### src/hdl/ccpo_pkg.sv
package ccpo_pkg;
    // ==========================================================
    // register map (word index = byte address, 16-bit data)
    localparam logic [3:0] ADDR_CTRL1    = 4'h0;  // capture control
    localparam logic [3:0] ADDR_OUTCTL   = 4'h1;  // pwm_output_control_high
    localparam logic [3:0] ADDR_TB_LO    = 4'h2;  // timebase_count_regs low
    localparam logic [3:0] ADDR_TB_HI    = 4'h3;  // timebase_count_regs high
    localparam logic [3:0] ADDR_FIFO_LO  = 4'h4;  // capture fifo low, no pop
    localparam logic [3:0] ADDR_FIFO_HI  = 4'h5;  // capture fifo high, pops
    localparam logic [3:0] ADDR_STATUS   = 4'h6;  // sticky events
    localparam logic [3:0] ADDR_IRQ_EN   = 4'h7;
    localparam logic [3:0] ADDR_IRQ_CLR  = 4'h8;
    localparam logic [3:0] ADDR_FIFO_LVL = 4'h9;
    localparam logic [3:0] ADDR_CMD      = 4'hA;  // write: bit0 trigger, bit1 shutdown

    // control register 1 fields
    localparam int MODE_LSB     = 0;
    localparam int CAP_SEL_BIT  = 4;
    localparam int WIDE_BIT     = 5;
    localparam int TRIGGERED_OPERATION_BIT   = 6;
    localparam int TSRC_BIT     = 7;   // 1: internal trigger is capture source
    localparam logic [15:0] CTRL1_MASK = 16'h00FF;

    // output control fields
    localparam int OUTPUT_GATE_UNTIL_TRIGGER_BIT   = 15;
    localparam int ONE_SHOT_EXTEND_COUNT_LSB    = 12;
    localparam int OUTPUT_MODE_FIELD_LSB     = 8;
    localparam int POLA_BIT     = 5;
    localparam int POLB_BIT     = 4;
    localparam int PSSA_LSB     = 2;
    localparam int PSSB_LSB     = 0;
    localparam logic [15:0] OUTCTL_MASK_MULTI  = 16'hF73F;
    localparam logic [15:0] OUTCTL_MASK_SINGLE = 16'hF02C;

    // status bits
    localparam int ST_CAPTURE  = 0;
    localparam int ST_OVERFLOW = 1;
    localparam int ST_SHUTDOWN = 2;

    // capture modes
    localparam logic [3:0] MODE_ANY   = 4'h0;
    localparam logic [3:0] MODE_RISE  = 4'h1;
    localparam logic [3:0] MODE_FALL  = 4'h2;
    localparam logic [3:0] MODE_BOTH  = 4'h3;
    localparam logic [3:0] MODE_RISE4 = 4'h4;
    localparam logic [3:0] MODE_RISE16 = 4'h5;
    localparam logic [3:0] PRESC4_LAST  = 4'h3;
    localparam logic [3:0] PRESC16_LAST = 4'hF;

    // shutdown state encodings
    localparam logic [1:0] SHUT_ACTIVE   = 2'h3;
    localparam logic [1:0] SHUT_INACTIVE = 2'h2;

    localparam logic [2:0] OUTPUT_MODE_FIELD_RSVD3 = 3'h3;
    localparam logic [2:0] OUTPUT_MODE_FIELD_RSVD7 = 3'h7;
endpackage

### src/hdl/ccpo_sync.sv
// ==========================================================
// two-flop synchroniser for pin inputs
module ccpo_sync
(
    input  wire logic mclk,
    input  wire logic reset,
    input  wire logic din,
    output logic      dout
);
    logic meta_q;
    logic meta_d;
    logic dout_d;

    // first flop feeds only the second
    always_comb
    begin
        meta_d = din;
        dout_d = meta_q;
    end

    always_ff @(posedge mclk or posedge reset)
    begin
        if (reset)
        begin
            meta_q <= 1'b0;
            dout   <= 1'b0;
        end
        else
        begin
            meta_q <= meta_d;
            dout   <= dout_d;
        end
    end
endmodule

### src/hdl/ccpo_fifo.sv
// ==========================================================
// capture fifo; a push when full is dropped and flagged
module ccpo_fifo #(
    parameter int WIDTH = 32,
    parameter int DEPTH = 4
)
(
    input  wire logic             mclk,
    input  wire logic             reset,
    input  wire logic             push,
    input  wire logic [WIDTH-1:0] wdata,
    input  wire logic             pop,
    output logic      [WIDTH-1:0] rdata,
    output logic                  empty,
    output logic                  full,
    output logic      [$clog2(DEPTH):0] level
);
    localparam int AW = $clog2(DEPTH);
    initial
    begin
        if (DEPTH < 2 || (1 << AW) != DEPTH)
            $error("fifo depth must be a power of two, at least 2");
    end

    logic [WIDTH-1:0] mem_q [DEPTH];
    logic [AW:0]      wp_q;
    logic [AW:0]      wp_d;
    logic [AW:0]      rp_q;
    logic [AW:0]      rp_d;
    logic             do_push;
    logic             do_pop;

    // pointers one bit wider than the address tell full from empty
    always_comb
    begin
        empty   = wp_q == rp_q;
        full    = (wp_q[AW] != rp_q[AW]) && (wp_q[AW-1:0] == rp_q[AW-1:0]);
        do_push = push && !full;
        do_pop  = pop && !empty;
        wp_d    = do_push ? wp_q + 1'b1 : wp_q;
        rp_d    = do_pop ? rp_q + 1'b1 : rp_q;
        level   = wp_q - rp_q;
        rdata   = mem_q[rp_q[AW-1:0]];
    end

    always_ff @(posedge mclk or posedge reset)
    begin
        if (reset)
        begin
            wp_q <= '0;
            rp_q <= '0;
        end
        else
        begin
            wp_q <= wp_d;
            rp_q <= rp_d;
        end
    end

    always_ff @(posedge mclk)
    begin
        if (do_push)
            mem_q[wp_q[AW-1:0]] <= wdata;
    end
endmodule

### src/hdl/ccpo_top.sv
// How it works
// dedicated up counter, 16 or 32 bits
// capture from pin or internal trigger
// each capture pushes timebase into fifo
// capture only while capture_select bit4 set
// mode field plus width bit pick behaviour
// codes 0-3: any, rise, fall, both edges
// code 4 every 4th, 5 every 16th rise
// width bit picks 32 or 16 bit values
// timebase readable after synchronising delay
// gate bit holds pins undriven until trigger; here only in triggered operation (ctrl1 bit6), from an output control write on
// one-shot lasts N+1 timebase periods
// output mode field selects drive mode
// mode, group B fields multi-variant only
// per group polarity after waveform
// shutdown state per group two-bit field
//
// Chosen here: the placing of the registers and strobed register access.
module ccpo_top #(
    parameter bit MULTI_OUTPUT = 1'b1,  // multi_output_variant
    parameter int FIFO_DEPTH   = 4
)
(
    input  wire logic        mclk,
    input  wire logic        reset,
    input  wire logic [3:0]  addr,
    input  wire logic [15:0] wdata,
    input  wire logic        wr,
    input  wire logic        rd,
    output logic      [15:0] rdata,
    input  wire logic        cap_pin,
    input  wire logic        trig_in,
    input  wire logic        shutdown_in,
    output logic      [2:0]  out_a_o,
    output logic      [2:0]  out_a_oe,
    output logic      [2:0]  out_b_o,
    output logic      [2:0]  out_b_oe,
    output logic             irq
);
    // ==========================================================
    // register bus
    logic [15:0] ctrl1_q, ctrl1_d, outctl_q, outctl_d, rdata_d;
    logic [2:0]  status_q, status_d, irq_en_q, irq_en_d;
    logic        irq_d;
    logic [31:0] tb_q, tb_d, tb_view_q, tb_view_d;
    logic        pin_s, pin_prev_q, trig_s, trig_prev_q, shut_s, shut_prev_q;
    logic [3:0]  presc_q, presc_d;
    logic        rise, fall, trig_ev, shut_ev, sw_trig, sw_shut;
    logic        cap_ev, wide, capture_on, ext_trig;
    logic [31:0] fifo_rd;
    logic        fifo_empty, fifo_full, fifo_pop;
    logic [$clog2(FIFO_DEPTH):0] fifo_lvl;
    logic [2:0]  os_cnt_q, os_cnt_d;
    logic        os_run_q, os_run_d, armed_q, armed_d, shut_q, shut_d;
    logic [2:0]  a_o_d, a_oe_d, b_o_d, b_oe_d;

    ccpo_sync u_sync_pin  (.mclk(mclk), .reset(reset), .din(cap_pin),     .dout(pin_s));
    ccpo_sync u_sync_trig (.mclk(mclk), .reset(reset), .din(trig_in),     .dout(trig_s));
    ccpo_sync u_sync_shut (.mclk(mclk), .reset(reset), .din(shutdown_in), .dout(shut_s));

    ccpo_fifo #(.WIDTH(32), .DEPTH(FIFO_DEPTH)) u_fifo (
        .mclk  (mclk),
        .reset (reset),
        .push  (cap_ev),
        .wdata (tb_q),
        .pop   (fifo_pop),
        .rdata (fifo_rd),
        .empty (fifo_empty),
        .full  (fifo_full),
        .level (fifo_lvl)
    );

    // mask clears unimplemented bits; single variant lacks group B and mode
    function automatic logic [15:0] outctl_mask(input bit multi);
        return multi ? ccpo_pkg::OUTCTL_MASK_MULTI : ccpo_pkg::OUTCTL_MASK_SINGLE;
    endfunction

    // ==========================================================
    // event detection and capture
    always_comb
    begin
        wide       = ctrl1_q[ccpo_pkg::WIDE_BIT];
        capture_on = ctrl1_q[ccpo_pkg::CAP_SEL_BIT];
        sw_trig    = wr && addr == ccpo_pkg::ADDR_CMD && wdata[0];
        sw_shut    = wr && addr == ccpo_pkg::ADDR_CMD && wdata[1];
        rise       = pin_s && !pin_prev_q;
        fall       = !pin_s && pin_prev_q;
        ext_trig   = trig_s && !trig_prev_q;
        trig_ev    = ext_trig || sw_trig;
        shut_ev    = (shut_s && !shut_prev_q) || sw_shut;
        presc_d    = presc_q;
        cap_ev     = 1'b0;

        if (capture_on && ctrl1_q[ccpo_pkg::TSRC_BIT])
            cap_ev = trig_ev;
        else if (capture_on)
        begin
            unique case (ctrl1_q[3:0])
                ccpo_pkg::MODE_ANY,
                ccpo_pkg::MODE_BOTH:  cap_ev = rise || fall;
                ccpo_pkg::MODE_RISE:  cap_ev = rise;
                ccpo_pkg::MODE_FALL:  cap_ev = fall;
                ccpo_pkg::MODE_RISE4, ccpo_pkg::MODE_RISE16:
                begin
                    if (rise)
                    begin
                        cap_ev  = presc_q == ((ctrl1_q[3:0] == ccpo_pkg::MODE_RISE4)
                                  ? ccpo_pkg::PRESC4_LAST : ccpo_pkg::PRESC16_LAST);
                        presc_d = cap_ev ? 4'h0 : presc_q + 4'h1;
                    end
                end
                default: cap_ev = 1'b0;  // codes above 5 capture nothing
            endcase
        end
        if (!capture_on)
            presc_d = 4'h0;
        // timebase counts up; 16-bit mode wraps at 16 bits     //
        tb_d = capture_on ? tb_q + 32'h1 : 32'h0;
        if (!wide)
            tb_d[31:16] = 16'h0;
        tb_view_d = tb_q;
    end

    // ==========================================================
    // registers and sticky status; set beats clear
    always_comb
    begin
        ctrl1_d  = ctrl1_q;
        outctl_d = outctl_q;
        irq_en_d = irq_en_q;
        status_d = status_q;
        if (wr && addr == ccpo_pkg::ADDR_CTRL1)
            ctrl1_d = wdata & ccpo_pkg::CTRL1_MASK;
        if (wr && addr == ccpo_pkg::ADDR_OUTCTL)
            outctl_d = wdata & outctl_mask(MULTI_OUTPUT);
        if (wr && addr == ccpo_pkg::ADDR_IRQ_EN)
            irq_en_d = wdata[2:0];
        if (wr && addr == ccpo_pkg::ADDR_IRQ_CLR)
            status_d = status_d & ~wdata[2:0];
        if (cap_ev)
            status_d[ccpo_pkg::ST_CAPTURE] = 1'b1;
        if (cap_ev && fifo_full)
            status_d[ccpo_pkg::ST_OVERFLOW] = 1'b1;
        if (shut_ev)
            status_d[ccpo_pkg::ST_SHUTDOWN] = 1'b1;
        irq_d    = |(status_d & irq_en_d);
        fifo_pop = rd && addr == ccpo_pkg::ADDR_FIFO_HI;
        unique case (addr)
            ccpo_pkg::ADDR_CTRL1:    rdata_d = ctrl1_q;
            ccpo_pkg::ADDR_OUTCTL:   rdata_d = outctl_q;
            ccpo_pkg::ADDR_TB_LO:    rdata_d = tb_view_q[15:0];
            ccpo_pkg::ADDR_TB_HI:    rdata_d = tb_view_q[31:16];
            ccpo_pkg::ADDR_FIFO_LO:  rdata_d = fifo_rd[15:0];
            ccpo_pkg::ADDR_FIFO_HI:  rdata_d = fifo_rd[31:16];
            ccpo_pkg::ADDR_STATUS:   rdata_d = {12'h000, !fifo_empty, status_q};
            ccpo_pkg::ADDR_IRQ_EN:   rdata_d = {13'h0000, irq_en_q};
            ccpo_pkg::ADDR_FIFO_LVL: rdata_d = 16'(fifo_lvl);
            default:                 rdata_d = 16'h0000;
        endcase
        if (!rd)
            rdata_d = 16'h0000;
    end

    // ==========================================================
    // output control: one-shot, gating, shutdown, polarity
    always_comb
    begin
        logic       wave;
        logic [2:0] mode;
        logic       pol_a, pol_b, drive;
        wave     = 1'b0;
        drive    = 1'b0;
        mode     = outctl_q[ccpo_pkg::OUTPUT_MODE_FIELD_LSB +: 3];
        pol_a    = outctl_q[ccpo_pkg::POLA_BIT];
        pol_b    = outctl_q[ccpo_pkg::POLB_BIT];
        os_cnt_d = os_cnt_q;
        os_run_d = os_run_q;
        armed_d  = armed_q;
        shut_d   = shut_q;
        // one-shot stays on for N+1 timebase periods       //
        if (trig_ev && !os_run_q)
        begin
            os_run_d = 1'b1;
            os_cnt_d = outctl_q[ccpo_pkg::ONE_SHOT_EXTEND_COUNT_LSB +: 3];
        end
        else if (os_run_q)
        begin
            if (os_cnt_q == 3'h0)
                os_run_d = 1'b0;
            else
                os_cnt_d = os_cnt_q - 3'h1;
        end
        wave = os_run_q;
        // triggered-mode gating holds pins undriven until a trigger  //
        // next-cycle settings, so an output control write that leaves gating on also disarms
        if (!ctrl1_d[ccpo_pkg::TRIGGERED_OPERATION_BIT] || !outctl_d[ccpo_pkg::OUTPUT_GATE_UNTIL_TRIGGER_BIT])
            armed_d = 1'b1;
        else if (trig_ev)
            armed_d = 1'b1;
        else if (!os_run_q && wr && addr == ccpo_pkg::ADDR_OUTCTL)
            armed_d = 1'b0;
        if (shut_ev)
            shut_d = 1'b1;
        else if (wr && addr == ccpo_pkg::ADDR_IRQ_CLR && wdata[ccpo_pkg::ST_SHUTDOWN])
            shut_d = 1'b0;
        drive = armed_q && mode != ccpo_pkg::OUTPUT_MODE_FIELD_RSVD3 && mode != ccpo_pkg::OUTPUT_MODE_FIELD_RSVD7;
        // polarity applied after waveform          //
        a_o_d  = {3{wave ^ pol_a}};
        b_o_d  = (mode == 3'h0) ? {3{pol_b}} : {3{!wave ^ pol_b}};
        a_oe_d = {3{drive}};
        b_oe_d = {3{drive && MULTI_OUTPUT}};
        if (shut_q)
        begin
            a_o_d  = {3{(outctl_q[ccpo_pkg::PSSA_LSB +: 2] == ccpo_pkg::SHUT_ACTIVE) ^ pol_a}};
            a_oe_d = {3{outctl_q[ccpo_pkg::PSSA_LSB + 1]}};
            b_o_d  = {3{(outctl_q[ccpo_pkg::PSSB_LSB +: 2] == ccpo_pkg::SHUT_ACTIVE) ^ pol_b}};
            b_oe_d = {3{outctl_q[ccpo_pkg::PSSB_LSB + 1] && MULTI_OUTPUT}};
        end
    end

    always_ff @(posedge mclk or posedge reset)
    begin
        if (reset)
        begin
            ctrl1_q     <= 16'h0000;
            outctl_q    <= 16'h0000;
            status_q    <= 3'h0;
            irq_en_q    <= 3'h0;
            irq         <= 1'b0;
            rdata       <= 16'h0000;
            tb_q        <= 32'h0;
            tb_view_q   <= 32'h0;
            pin_prev_q  <= 1'b0;
            trig_prev_q <= 1'b0;
            shut_prev_q <= 1'b0;
            presc_q     <= 4'h0;
            os_cnt_q    <= 3'h0;
            os_run_q    <= 1'b0;
            armed_q     <= 1'b1;
            shut_q      <= 1'b0;
            out_a_o     <= 3'h0;
            out_a_oe    <= 3'h0;
            out_b_o     <= 3'h0;
            out_b_oe    <= 3'h0;
        end
        else
        begin
            ctrl1_q     <= ctrl1_d;
            outctl_q    <= outctl_d;
            status_q    <= status_d;
            irq_en_q    <= irq_en_d;
            irq         <= irq_d;
            rdata       <= rdata_d;
            tb_q        <= tb_d;
            tb_view_q   <= tb_view_d;
            pin_prev_q  <= pin_s;
            trig_prev_q <= trig_s;
            shut_prev_q <= shut_s;
            presc_q     <= presc_d;
            os_cnt_q    <= os_cnt_d;
            os_run_q    <= os_run_d;
            armed_q     <= armed_d;
            shut_q      <= shut_d;
            out_a_o     <= a_o_d;
            out_a_oe    <= a_oe_d;
            out_b_o     <= b_o_d;
            out_b_oe    <= b_oe_d;
        end
    end

    // ==========================================================
    // checks
    property p_cap_off;
        @(posedge mclk) disable iff (reset)
        !capture_on |-> !cap_ev;
    endproperty
    a_cap_off: assert property (p_cap_off) else $error("capture while disabled");

    property p_push_value;
        @(posedge mclk) disable iff (reset)
        (cap_ev && fifo_empty) |=> (fifo_rd == $past(tb_q));
    endproperty
    a_push_value: assert property (p_push_value) else $error("fifo lost capture");

    property p_narrow;
        @(posedge mclk) disable iff (reset)
        !wide |=> (tb_q[31:16] == 16'h0);
    endproperty
    a_narrow: assert property (p_narrow) else $error("narrow timebase upper set");

    property p_count_up;
        @(posedge mclk) disable iff (reset)
        (capture_on && wide && $past(capture_on) && $past(wide)) |-> tb_q == $past(tb_q) + 32'h1;
    endproperty
    a_count_up: assert property (p_count_up) else $error("timebase not counting");

    property p_view_lag;
        @(posedge mclk) disable iff (reset)
        1'b1 |=> tb_view_q == $past(tb_q);
    endproperty
    a_view_lag: assert property (p_view_lag) else $error("timebase view wrong");

    property p_rise_only;
        @(posedge mclk) disable iff (reset)
        (capture_on && !ctrl1_q[ccpo_pkg::TSRC_BIT] && ctrl1_q[3:0] == ccpo_pkg::MODE_RISE)
            |-> cap_ev == rise;
    endproperty
    a_rise_only: assert property (p_rise_only) else $error("rise mode mismatch");

    property p_every4;
        @(posedge mclk) disable iff (reset)
        (cap_ev && capture_on && !ctrl1_q[ccpo_pkg::TSRC_BIT]
            && ctrl1_q[3:0] == ccpo_pkg::MODE_RISE4) |-> presc_q == 4'h3;
    endproperty
    a_every4: assert property (p_every4) else $error("prescaler off");

    property p_shut_hiz;
        @(posedge mclk) disable iff (reset)
        (shut_q && !outctl_q[ccpo_pkg::PSSA_LSB + 1]) |=> out_a_oe == 3'h0;
    endproperty
    a_shut_hiz: assert property (p_shut_hiz) else $error("shutdown pins driven");

    property p_single;
        @(posedge mclk) disable iff (reset)
        !MULTI_OUTPUT |-> (outctl_q[10:8] == 3'h0 && out_b_oe == 3'h0);
    endproperty
    a_single: assert property (p_single) else $error("group B in single variant");
endmodule

### config.mk
export PLATFORM = sky130hd
export DESIGN_NAME = ccpo_top
export DESIGN_NICKNAME = d
export VERILOG_FILES = /design/src/hdl/ccpo_pkg.sv /design/src/hdl/ccpo_sync.sv /design/src/hdl/ccpo_fifo.sv /design/src/hdl/ccpo_top.sv
export SDC_FILE = /design/constraint.sdc
export NUM_CORES = 1
export LEC_CHECK = 0
export ABC_CLOCK_PERIOD_IN_PS = 9240
export BUFFER_PORTS_ARGS = -buffer_cell sky130_fd_sc_hd__buf_4
export CAP_MARGIN = 20
export CORE_MARGIN = 4
export CORE_UTILIZATION = 45
export DETAILED_ROUTE_END_ITERATION = 16
export SLEW_MARGIN = 20
export SYNTH_ARGS = -nofsm -noshare
export SYNTH_HDL_FRONTEND = slang
export SYNTH_SLANG_ARGS = --single-unit
export TNS_END_PERCENT = 100
### constraint.sdc
create_clock -name mclk -period 9.24 [get_ports mclk]
set_input_delay 1.848 -clock mclk [delete_from_list [all_inputs] [get_ports mclk]]
set_output_delay 1.848 -clock mclk [all_outputs]
set_load 0.02 [all_outputs]
==> run_results.csv, run 1 <==
group,metric,value,unit
outcome,run_status,"complete, no violations",
route,drcViolationCount,0,
hold_path,hp-class,"reg -> reg",
sta,finalClockSkew,0.007993,ns
clock_network,ctsHtreeMaxLevel,1,
clock_network,cts-buffers-inserted,27,
critical_path,worstPathRequired,9.40,ns
clock_network,postCtsHoldBufs,0,
placement,postPlaceCellArea,11710,um^2
die,floorplan.die_area,27080,um^2
critical_path,timing_worst_setup_path_type,"in -> reg",
global_routing,globalRouteOverflowTotal,0,
synthesis,synthDistinctLibCells,69,
critical_path,worst_path_cell_with_the_longest_stage_delay,"buf_4",
synthesis,synth_async_sr_flop_share,51.70,%
placement,gp_congestion,0.7911,
synthesis,netlist_top_cells_area,"edfxtp_1 35%, dfrtp_1 31%, mux4_2 7.1%",
clock_network,cts_clk_pin_slew_worst_paths,0.06,ns
route,vias_per_cell,5.520,
route,route.final.wire_length,24.20,mm
clock_network,clock_insertion_delay_worst_skew,0.53,ns
cells_and_area,fin_nets,824,
sta,max_slew_margin,28.45,%
synthesis,yosys_warnings,0,
die,start_util,45.50,%
flow_run,max-cap-violations,0,
critical_path,timing.critical_path.cells,"buf_4 -> nor3b_2 -> a41oi_1 -> nand2_1 -> nand4_4 -> nor2_2 -> buf_4",
synthesis,number_of_enable_type_register_cells_in_the_synthesized_netlist,128,
sta,tns,0,ns
critical_path,critical_path.most_common_cell,"buf_4",
clock_network,post_cts.resized_instances,0,
clock_network,numClockSinks,265,
critical_path,critPathMaxStageDelay,0.49,ns
cells_and_area,final_cells,1128,
sta,timing.fmax,264.0,MHz
power_and_ir_drop,p_leak,4.824,nW
synthesis,synth_fp_nets,772,
clock_network,post-cts-setup-buffer-count,0,
placement,numPortBuffers,54,
sta,finalWorstSetupSlack,5.452,ns
clock_network,clockBufferDepth,3,
cells_and_area,ant_diodes,0,
synthesis,synth_seq_cells,265,
route,detail_route.first_pass.iterations,5,
die,io_pins,56,
global_routing,largest_net_degree_at_the_start_of_global_routing,78,
critical_path,end_kind,"register",
synthesis,synth_largest_area_cell,"edfxtp_1",
synthesis,synth_sequential_area_ratio,65.93,%
sta,setup_viol_count_final,0,
synthesis,synth_top_cell_area_share,34.84,%
route,detail_route.wl_per_cell,21.46,um
sta,finalWorstPathRequiredPeriod,3.788,ns
global_routing,first_global_vias,6511,
critical_path,path_delay_family,"simple AND/OR/NAND/NOR gates",
die,placementRows,57,
cells_and_area,layout.cell_area.non_filler,12610,um^2
route,route.vias.total,6226,
route,route.antenna.remaining_nets,0,
sta,fin_crit_sh,40.99,%
cells_and_area,layout_cells_sized_above_1,26.12,%
power_and_ir_drop,vdd.ir_drop.worst,174.4,uV
sta,timing_hold_violations_final,0,
clock_network,clock_tree_root,"clkbuf_16",
placement,total_placed_cells_including_tap_cells,1078,
global_routing,antenna_violations_before_repair,0,
synthesis,synth.cell_area,11030,um^2
sta,rsz0062_at_grt,"no",
die,die_ht,164.6,um
synthesis,syn_avg_cell_area,15.09,um^2
die,die_w,164.6,um
route,drt_iter0_markers,551,
die,area_of_the_placeable_core,24250,um^2
synthesis,leading_cell_type_by_number_of_instances_after_synthesis,"dfrtp_1",
critical_path,critPathArrivalTime,3.95,ns
global_routing,wire_length_of_the_first_global_routing_pass,37.87,mm
critical_path,reg2reg_slack,6.51,ns
sta,finalHoldWorstSlack,0.3502,ns
sta,worst_pin_slew,1.073,ns
synthesis,postSynthCellCount,731,
synthesis,synth_flop_cell,"dfrtp_1",
power_and_ir_drop,powerDensity,252.1,nW/um^2
synthesis,synthTopCellsByCount,"136 x dfrtp_1, 128 x edfxtp_1, 42 x nand2_1, 42 x nor2_1, 35 x mux4_2",
placement,place_hpwl,14.80,mm
critical_path,worst-path-buf-inv,2,
sta,timing_max_transition_violations_final,0,
clock_network,cts_tree,"built",
global_routing,grt_use_total,18.32,%
critical_path,timing.critical_path.from_type,"input port",
placement,placement.setup.worst_slack,4.893,ns
cells_and_area,area_delta_synth_final,14.27,%
critical_path,critical_path_peak_fanout,32,
[state kept, by name, summed over array words and instances, names as in the netlist, 3 cells and up]
register,cells
os_cnt_q,3
outctl_q,13
u_fifo.mem_q,128
tb_q,32
u_fifo.wp_q,3
u_fifo.rp_q,3
tb_view_q,32
irq_en_q,3
status_q,3
presc_q,4
rdata,16
ctrl1_q,8
[cells by family (layout without fill, tap and decap cells)]
logic type,count (synthesis),after routing,synth area share (%)
compound gates,93,93,5.705
xor+xnor,36,36,2.858
fa+ha+maj,14,14,1.656
buf+inv,68,141,3.006
flops,265,265,65.93
mux,75,75,11.23
simple gates,180,180,9.618
[power by group]
part | leakage, nW | internal, mW | switching (mW) | total, mW
combinational | 1.46 | 0.290 | 0.344 | 0.634
clock | 0.443 | 0.637 | 0.443 | 1.08
sequential | 2.92 | 1.37 | 0.0903 | 1.46
total | 4.82 | 2.30 | 0.878 | 3.18
[layer usage]
metal / track usage, % / vias to the layer above / part of all wire (%)
li1: - / 2808 / -
met1: 26.14 / 3203 / 45
met2: 30.02 / 181 / 48
met3: 2.620 / 34 / 5.5
met4: 4.575 / 0 / 1.8
met5: 0 / - / 0
[layout make-up]
class,count,area (um^2)
Clock inverter,19,183.9
Clock buffer,31,710.7
Multi-Input combinational cell,398,3445
Inverter,27,106.4
Fill cell,2009,11640
Tap cell,324,405.4
Timing Repair Buffer,64,480.5
Sequential cell,265,7274
[placed cells by master, fill, tap and decap left out, types with 7 or more instances in the layout]
| master | n |
|---|---|
| a21oi_1 | 24 |
| a22o_1 | 8 |
| a22oi_1 | 14 |
| a31oi_1 | 8 |
| buf_4 | 64 |
| clkbuf_16 | 27 |
| clkinv_2 | 9 |
| dfrtp_1 | 135 |
| edfxtp_1 | 128 |
| ha_1 | 13 |
| inv_1 | 23 |
| mux2_1 | 8 |
| mux2_2 | 28 |
| mux4_2 | 35 |
| nand2_1 | 42 |
| nand3_1 | 21 |
| nand4_1 | 8 |
| nor2_1 | 39 |
| nor2b_1 | 9 |
| nor3_2 | 7 |
| nor4_2 | 7 |
| o21ai_0 | 12 |
| xnor2_1 | 28 |
| xor2_1 | 8 |
[worst paths after layout]
check,end,cells past startpoint,start
min in group asynchronous,tb_view_q[28]$_DFF_PP0_,2,reset
worst min register to register,u_sync_trig.dout$_DFF_PP0_,0,u_sync_trig.dout_d$_DFF_PP0_
max in group asynchronous,rdata[1]$_DFF_PP0_,3,reset
worst min-delay path,u_sync_trig.dout$_DFF_PP0_,0,u_sync_trig.dout_d$_DFF_PP0_
worst max-delay path,u_fifo.mem_q[1][11]$_DFFE_PP_,7,addr[0]
worst max register to register,u_fifo.mem_q[1][11]$_DFFE_PP_,8,u_sync_pin.dout$_DFF_PP0_
[metrics by stage]
stage	power [mW]	util (%)
floorplan	1.934	-
global placement	2.107	48.30
detailed placement	2.130	48.30
CTS	3.214	51.99
global route	3.332	51.99
finish	3.177	51.99
No activity file was read; power rests on OpenSTA's default activity.
==> inputs of run 2 (changes only) <==
- ABC_AREA: unset -> 1
- ABC_CLOCK_PERIOD_IN_PS: 9240 -> 3900
- clock period: 9.24 -> 3.9 ns (I/O delays scaled with it)
==> run_results.csv, run 2 <==
group,metric,value,unit
route,detail_route.wirelength.met1,12.76,mm
outcome,run_status,"complete, no violations",
clock_network,clockBufferDepth,3,
sta,timing.fmax,342.8,MHz
power_and_ir_drop,powerDensity,644.4,nW/um^2
placement,numPortBuffers,54,
critical_path,end_kind,"register",
route,met3_wirelength,1.489,mm
global_routing,wire_length_of_the_first_global_routing_pass,42.07,mm
power_and_ir_drop,p_leak,5.401,nW
cells_and_area,ant_diodes,0,
die,io_pins,56,
synthesis,synth_async_sr_flop_share,51.70,%
critical_path,critPathArrivalTime,3.32,ns
cells_and_area,fin_nets,1125,
synthesis,synth_largest_area_cell,"edfxtp_1",
critical_path,timing_worst_setup_path_type,"reg -> reg",
sta,timing_max_transition_violations_final,0,
synthesis,syn_avg_cell_area,10.89,um^2
critical_path,timing.critical_path.from_type,"register",
synthesis,synth_sequential_area_ratio,65.24,%
clock_network,post-cts-setup-buffer-count,0,
die,area_of_the_placeable_core,24320,um^2
placement,postPlaceCellArea,11920,um^2
die,floorplan.die_area,27360,um^2
sta,timing_hold_violations_final,0,
synthesis,leading_cell_type_by_number_of_instances_after_synthesis,"nand2_1",
critical_path,worstPathRequired,4.30,ns
cells_and_area,layout.cells.most_common_list,"180 x nand2_1, 135 x dfrtp_1, 128 x edfxtp_1",
cells_and_area,ff_latch_area,7274,um^2
sta,rsz0062_at_grt,"no",
global_routing,largest_net_degree_at_the_start_of_global_routing,82,
cells_and_area,layout.cell_area.non_filler,12960,um^2
cells_and_area,multiInputGateArea,3341,um^2
cells_and_area,largest_register_ff_count,128,
synthesis,yosys_warnings,0,
cells_and_area,final_cells,1430,
cells_and_area,layout_commonest_cell,"nand2_1",
power_and_ir_drop,report.power.total,8.349,mW
sta,finalWorstSetupSlack,0.9831,ns
clock_network,clock_insertion_delay_worst_skew,0.54,ns
route,route.vias.total,7630,
global_routing,grt_use_total,20.20,%
route,route.final.wire_length,27.43,mm
placement,total_placed_cells_including_tap_cells,1378,
sta,setup_viol_count_final,0,
clock_network,numClockSinks,265,
global_routing,first_global_vias,7199,
clock_network,cts-buffers-inserted,28,
synthesis,synth_flop_cell,"dfrtp_1",
sta,worst_pin_slew,0.9088,ns
clock_network,cts_clk_pin_slew_worst_paths,0.06,ns
cells_and_area,area_delta_synth_final,16.23,%
die,placementRows,57,
placement,place_hpwl,17.67,mm
synthesis,synth_top_cell_area_share,34.48,%
synthesis,synth.cell_area,11150,um^2
clock_network,ctsHtreeMaxLevel,1,
synthesis,synthTopCellsByCount,"180 x nand2_1, 136 x dfrtp_1, 128 x edfxtp_1",
flow_run,max-cap-violations,0,
synthesis,synthDistinctLibCells,53,
synthesis,synth_fp_nets,1065,
sta,fin_crit_sh,74.79,%
placement,placement.setup.worst_slack,0.9724,ns
sta,tns,0,ns
hold_path,hp-class,"in -> async",
route,detail_route.first_pass.iterations,5,
cells_and_area,utilization,53.28,%
die,die_w,165.4,um
critical_path,critical_path_peak_fanout,63,
die,start_util,45.84,%
route,route.antenna.remaining_nets,0,
placement,gp_congestion,0.8579,
die,die_ht,165.4,um
cells_and_area,layout_cells_sized_above_1,15.19,%
route,drt_iter0_markers,663,
global_routing,antenna_violations_before_repair,0,
power_and_ir_drop,vdd.ir_drop.worst,734.7,uV
sta,finalHoldWorstSlack,0.3387,ns
synthesis,number_of_enable_type_register_cells_in_the_synthesized_netlist,128,
route,routed-wl-met2,12.76,mm
route,drcViolationCount,0,
sta,finalClockSkew,0.007629,ns
sta,finalWorstPathRequiredPeriod,2.917,ns
route,detail_route.wl_per_cell,19.18,um
cells_and_area,final.fill_count,2110,
clock_network,cts_tree,"built",
clock_network,clock_tree_root,"clkbuf_16",
route,highest_metal_layer_used_by_the_detailed_router,"met4",
synthesis,postSynthCellCount,1024,
synthesis,synth_seq_cells,265,
global_routing,globalRouteOverflowTotal,0,
clock_network,postCtsHoldBufs,0,
clock_network,post_cts.resized_instances,0,
sta,max_slew_margin,39.34,%
synthesis,netlist_top_cells_area,"edfxtp_1 34%, dfrtp_1 31%, nand2_1 6.1%",
route,vias_per_cell,5.336,
[run 2: cell count changes in the layout (fill, tap and decap cells not counted), moves of 27 or more]
| cell | delta |
|---|---|
| nand2_1 | +138 |
| o21ai_0 | +80 |
| nor2_1 | +74 |
| inv_1 | +56 |
| mux4_2 | -35 |
| o22ai_1 | +30 |
| mux2_2 | -27 |
[run 2: path summary, 6_finish.rpt]
path / startpoint / to / slack [ns] / cells past startpoint
worst min-delay path: reset / rdata[13]$_DFF_PP0_ / 0.34 / 2
max in group asynchronous: reset / ctrl1_q[5]$_DFFE_PP0P_ / 2.69 / 3
min in group mclk: u_sync_pin.dout_d$_DFF_PP0_ / u_sync_pin.dout$_DFF_PP0_ / 0.35 / 0
worst min register to register: u_sync_pin.dout_d$_DFF_PP0_ / u_sync_pin.dout$_DFF_PP0_ / 0.35 / 0
worst max register to register: u_fifo.rp_q[0]$_DFFE_PP0P_ / rdata[3]$_DFF_PP0_ / 0.98 / 7
worst max-delay path: u_fifo.rp_q[0]$_DFFE_PP0P_ / rdata[3]$_DFF_PP0_ / 0.98 / 7
[run 2: critical path, cell delays in order, from the launching register on]
cell and delay (ns):
dfrtp_2 0.83, clkinv_2 0.91, o21ai_0 0.42, o22ai_1 0.10
nand2_1 0.07, o2111ai_1 0.09, nor2_1 0.21, a21oi_1 0.12
[run 2: layout make-up]
type / count / share of cell area [%]
sequential: 265 / 56.14
multi-input combinational: 629 / 25.78
clock buffer: 37 / 6.228
timing repair buffer: 66 / 4.114
tap: 324 / 3.129
inverter: 94 / 2.800
clock inverter: 15 / 1.806
[run 2: cell families (layout without fill, tap and decap cells)]
family / count (synthesis) / after routing / synth area share (%)
muxes: 1 / 1 / 0.1010
buffers and inverters: 130 / 212 / 5.017
DFF: 265 / 265 / 65.24
and+or+nand+nor: 404 / 404 / 16.52
adders and majority gates: 14 / 14 / 1.639
xor gates and xnor gates: 19 / 19 / 1.560
AOI/OAI and AO/OA: 191 / 191 / 9.922
[run 2: power by group]
part           total (mW)  internal [mW]  switching (mW)
combinational        1.81          0.594            1.21
clock                2.92           1.85            1.07
sequential           3.62           3.35           0.273
total                8.35           5.80            2.55
[run 2: metal layers]
layer  up-vias  track usage [%]
met3        35            2.482
met2       205            32.13
li1       3636                -
met5         -                0
met4         0            3.825
met1      3754            30.36
==> inputs of run 3 (changes only) <==
- ABC_CLOCK_PERIOD_IN_PS: 3900 -> 2920
- clock period: 3.9 -> 2.92 ns (I/O delays scaled with it)
==> run_results.csv, run 3 (same netlist as run 2, synthesis figures left out) <==
group,metric,value,unit
sta,finalHoldWorstSlack,0.1658,ns
route,drt_iter0_markers,598,
flow_run,max-cap-violations,0,
critical_path,timing.critical_path.cells,"inv_1 -> ha_1 -> o21ai_1 -> nand3_1 -> o21ai_0 -> inv_1 -> nand2_1 -> nand2_2 -> nor2_4 -> inv_2 -> nor2_4 -> buf_4",
power_and_ir_drop,internal_power,7.245,mW
sta,timing_max_transition_violations_final,0,
critical_path,timing.critical_path.from_type,"register",
hold_path,whs_path_depth,1,
critical_path,timing_worst_setup_path_type,"reg -> reg",
placement,place_hpwl,17.83,mm
cells_and_area,ff_latch_area,7274,um^2
clock_network,cts-buffers-inserted,27,
placement,total_placed_cells_including_tap_cells,1387,
critical_path,worst_path_cell_with_the_longest_stage_delay,"dfrtp_1",
route,vias_per_cell,5.232,
sta,timing.fmax,415.4,MHz
global_routing,wire_length_of_the_first_global_routing_pass,41.72,mm
route,detail_route.first_pass.iterations,6,
cells_and_area,layout_commonest_cell,"nand2_1",
clock_network,cts_tree,"built",
cells_and_area,layout.cells.most_common_list,"180 x nand2_1, 135 x dfrtp_1, 128 x edfxtp_1",
route,detail_route.wl_per_cell,18.70,um
clock_network,clock_tree_root,"clkbuf_16",
die,io_pins,56,
cells_and_area,ant_diodes,0,
power_and_ir_drop,p_leak,5.373,nW
power_and_ir_drop,vdd.ir_drop.worst,471.0,uV
power_and_ir_drop,share_clk_of_total_power,30.9,%
global_routing,antenna_violations_before_repair,1,
hold_path,min-delay-start,"cap_pin",
critical_path,critical_path_peak_fanout,19,
sta,fin_crit_sh,82.44,%
critical_path,reg2reg_slack,0.51,ns
sta,finalClockSkew,0.01128,ns
die,placementRows,57,
global_routing,grt_use_total,20.11,%
route,route.antenna.remaining_nets,0,
sta,rsz0062_at_grt,"no",
die,floorplan.die_area,27360,um^2
critical_path,critPathArrivalTime,2.60,ns
cells_and_area,area_delta_synth_final,15.29,%
outcome,run_status,"complete, no violations",
die,die_w,165.4,um
cells_and_area,fin_nets,1133,
power_and_ir_drop,sw_frac_of_total,31.44,%
critical_path,r2r-start,"u_sync_pin.dout$_DFF_PP0_",
die,area_of_the_placeable_core,24320,um^2
sta,timing_hold_violations_final,0,
clock_network,postCtsHoldBufs,0,
power_and_ir_drop,power.net_switching,3.322,mW
global_routing,first_global_vias,7300,
clock_network,post_cts.resized_instances,0,
sta,worst_pin_slew,0.7197,ns
critical_path,worstPathRequired,3.12,ns
clock_network,cts_clk_pin_slew_worst_paths,0.06,ns
clock_network,clock_insertion_delay_worst_skew,0.53,ns
cells_and_area,multiInputGateArea,3341,um^2
placement,numPortBuffers,54,
clock_network,numClockSinks,265,
sta,finalWorstPathRequiredPeriod,2.407,ns
clock_network,post-cts-setup-buffer-count,0,
power_and_ir_drop,pwr-share-seq,45.1,%
hold_path,holdPathEnd,"u_sync_pin.dout_d$_DFF_PP0_",
die,start_util,45.84,%
critical_path,end_kind,"register",
cells_and_area,largest_register_ff_count,128,
global_routing,globalRouteOverflowTotal,0,
critical_path,critPathMaxStageDelay,0.37,ns
clock_network,ctsHtreeMaxLevel,1,
cells_and_area,layout.cell_area.non_filler,12850,um^2
cells_and_area,final_cells,1435,
critical_path,r2r_cells,12,
placement,placement.setup.worst_slack,0.4006,ns
sta,max_slew_margin,51.65,%
sta,setup_viol_count_final,0,
clock_network,clockBufferDepth,3,
placement,postPlaceCellArea,12010,um^2
cells_and_area,layout_cells_sized_above_1,15.39,%
power_and_ir_drop,powerDensity,822.1,nW/um^2
route,route.vias.total,7508,
placement,gp_congestion,0.8544,
power_and_ir_drop,combPwrFrac,24.0,%
sta,finalWorstSetupSlack,0.5129,ns
route,route.final.wire_length,26.83,mm
cells_and_area,final.fill_count,2117,
global_routing,largest_net_degree_at_the_start_of_global_routing,106,
critical_path,critical_path.reg2reg.endpoint,"u_fifo.mem_q[1][17]$_DFFE_PP_",
hold_path,hp-class,"in -> reg",
die,die_ht,165.4,um
cells_and_area,utilization,52.85,%
route,drcViolationCount,0,
## run 3: cell count changes in the layout (fill, tap and decap cells not counted), moves of 3 or more
cell,previous run,this run
clkbuf_1,4,8
clkinv_2,5,8
buf_4,63,70
bufinv_16,6,1
## run 3: worst max-delay path by stage
stage	from	to	slack, ns	cells after the start
4_1_cts	u_sync_pin.dout$_DFF_PP0_	u_fifo.mem_q[1][17]$_DFFE_PP_	0.49	12
2_1_floorplan	u_fifo.rp_q[1]$_DFFE_PP0P_	u_fifo.mem_q[3][0]$_DFFE_PP_	-0.35	8
5_1_grt	u_sync_pin.dout$_DFF_PP0_	u_fifo.mem_q[1][17]$_DFFE_PP_	0.30	12
3_3_place_gp	addr[2]	u_fifo.mem_q[1][30]$_DFFE_PP_	0.46	13
3_5_place_dp	addr[2]	u_fifo.mem_q[1][22]$_DFFE_PP_	0.40	13
6_report	u_sync_pin.dout$_DFF_PP0_	u_fifo.mem_q[1][17]$_DFFE_PP_	0.51	12
## run 3: through the flow
step	power [mW]	setup TNS [ns]
finish	10.57	0
global route	11.18	0
CTS	10.66	0
detailed placement	7.395	0
global placement	7.373	0
floorplan	6.489	-22.57
## run 3: final cells by class
class	count	share of cell area (%)
repair buffers	75	4.868
clock buffers	39	6.007
multi-input cells	629	25.99
clock inverters	9	0.5646
well taps	324	3.154
inverters	94	2.813
flip-flops and latches	265	56.60
## run 3: routing by layer
| layer | vias to the layer above | part of all wire (%) | routed length, um | GRT usage [%] |
|---|---|---|---|---|
| met4 | 0 | 2.6 | 703 | 5.962 |
| met2 | 215 | 46 | 12390 | 31.61 |
| li1 | 3667 | - | - | - |
| met3 | 48 | 6.0 | 1605 | 3.152 |
| met5 | - | 0 | 0 | 0 |
| met1 | 3578 | 45 | 12130 | 29.14 |
## run 3: power by group through the flow
stage / Sequential (mW) / Clock, mW / Combinational, mW
final: 4.77 / 3.26 / 2.54
after floorplan: 4.81 / 0 / 1.68
after detailed placement: 4.84 / 0 / 2.55
after global placement: 4.83 / 0 / 2.54
after CTS: 4.77 / 3.33 / 2.56
after global routing: 4.83 / 3.52 / 2.83
## run 3: critical path, delay by kind of cell (launching register included)
family / cells / cell delay, ns
AOI/OAI and AO/OA: 2 / 0.27
adders and majority gates: 1 / 0.30
buffers and inverters: 4 / 0.55
DFF: 1 / 0.37
and+or+nand+nor: 5 / 0.59
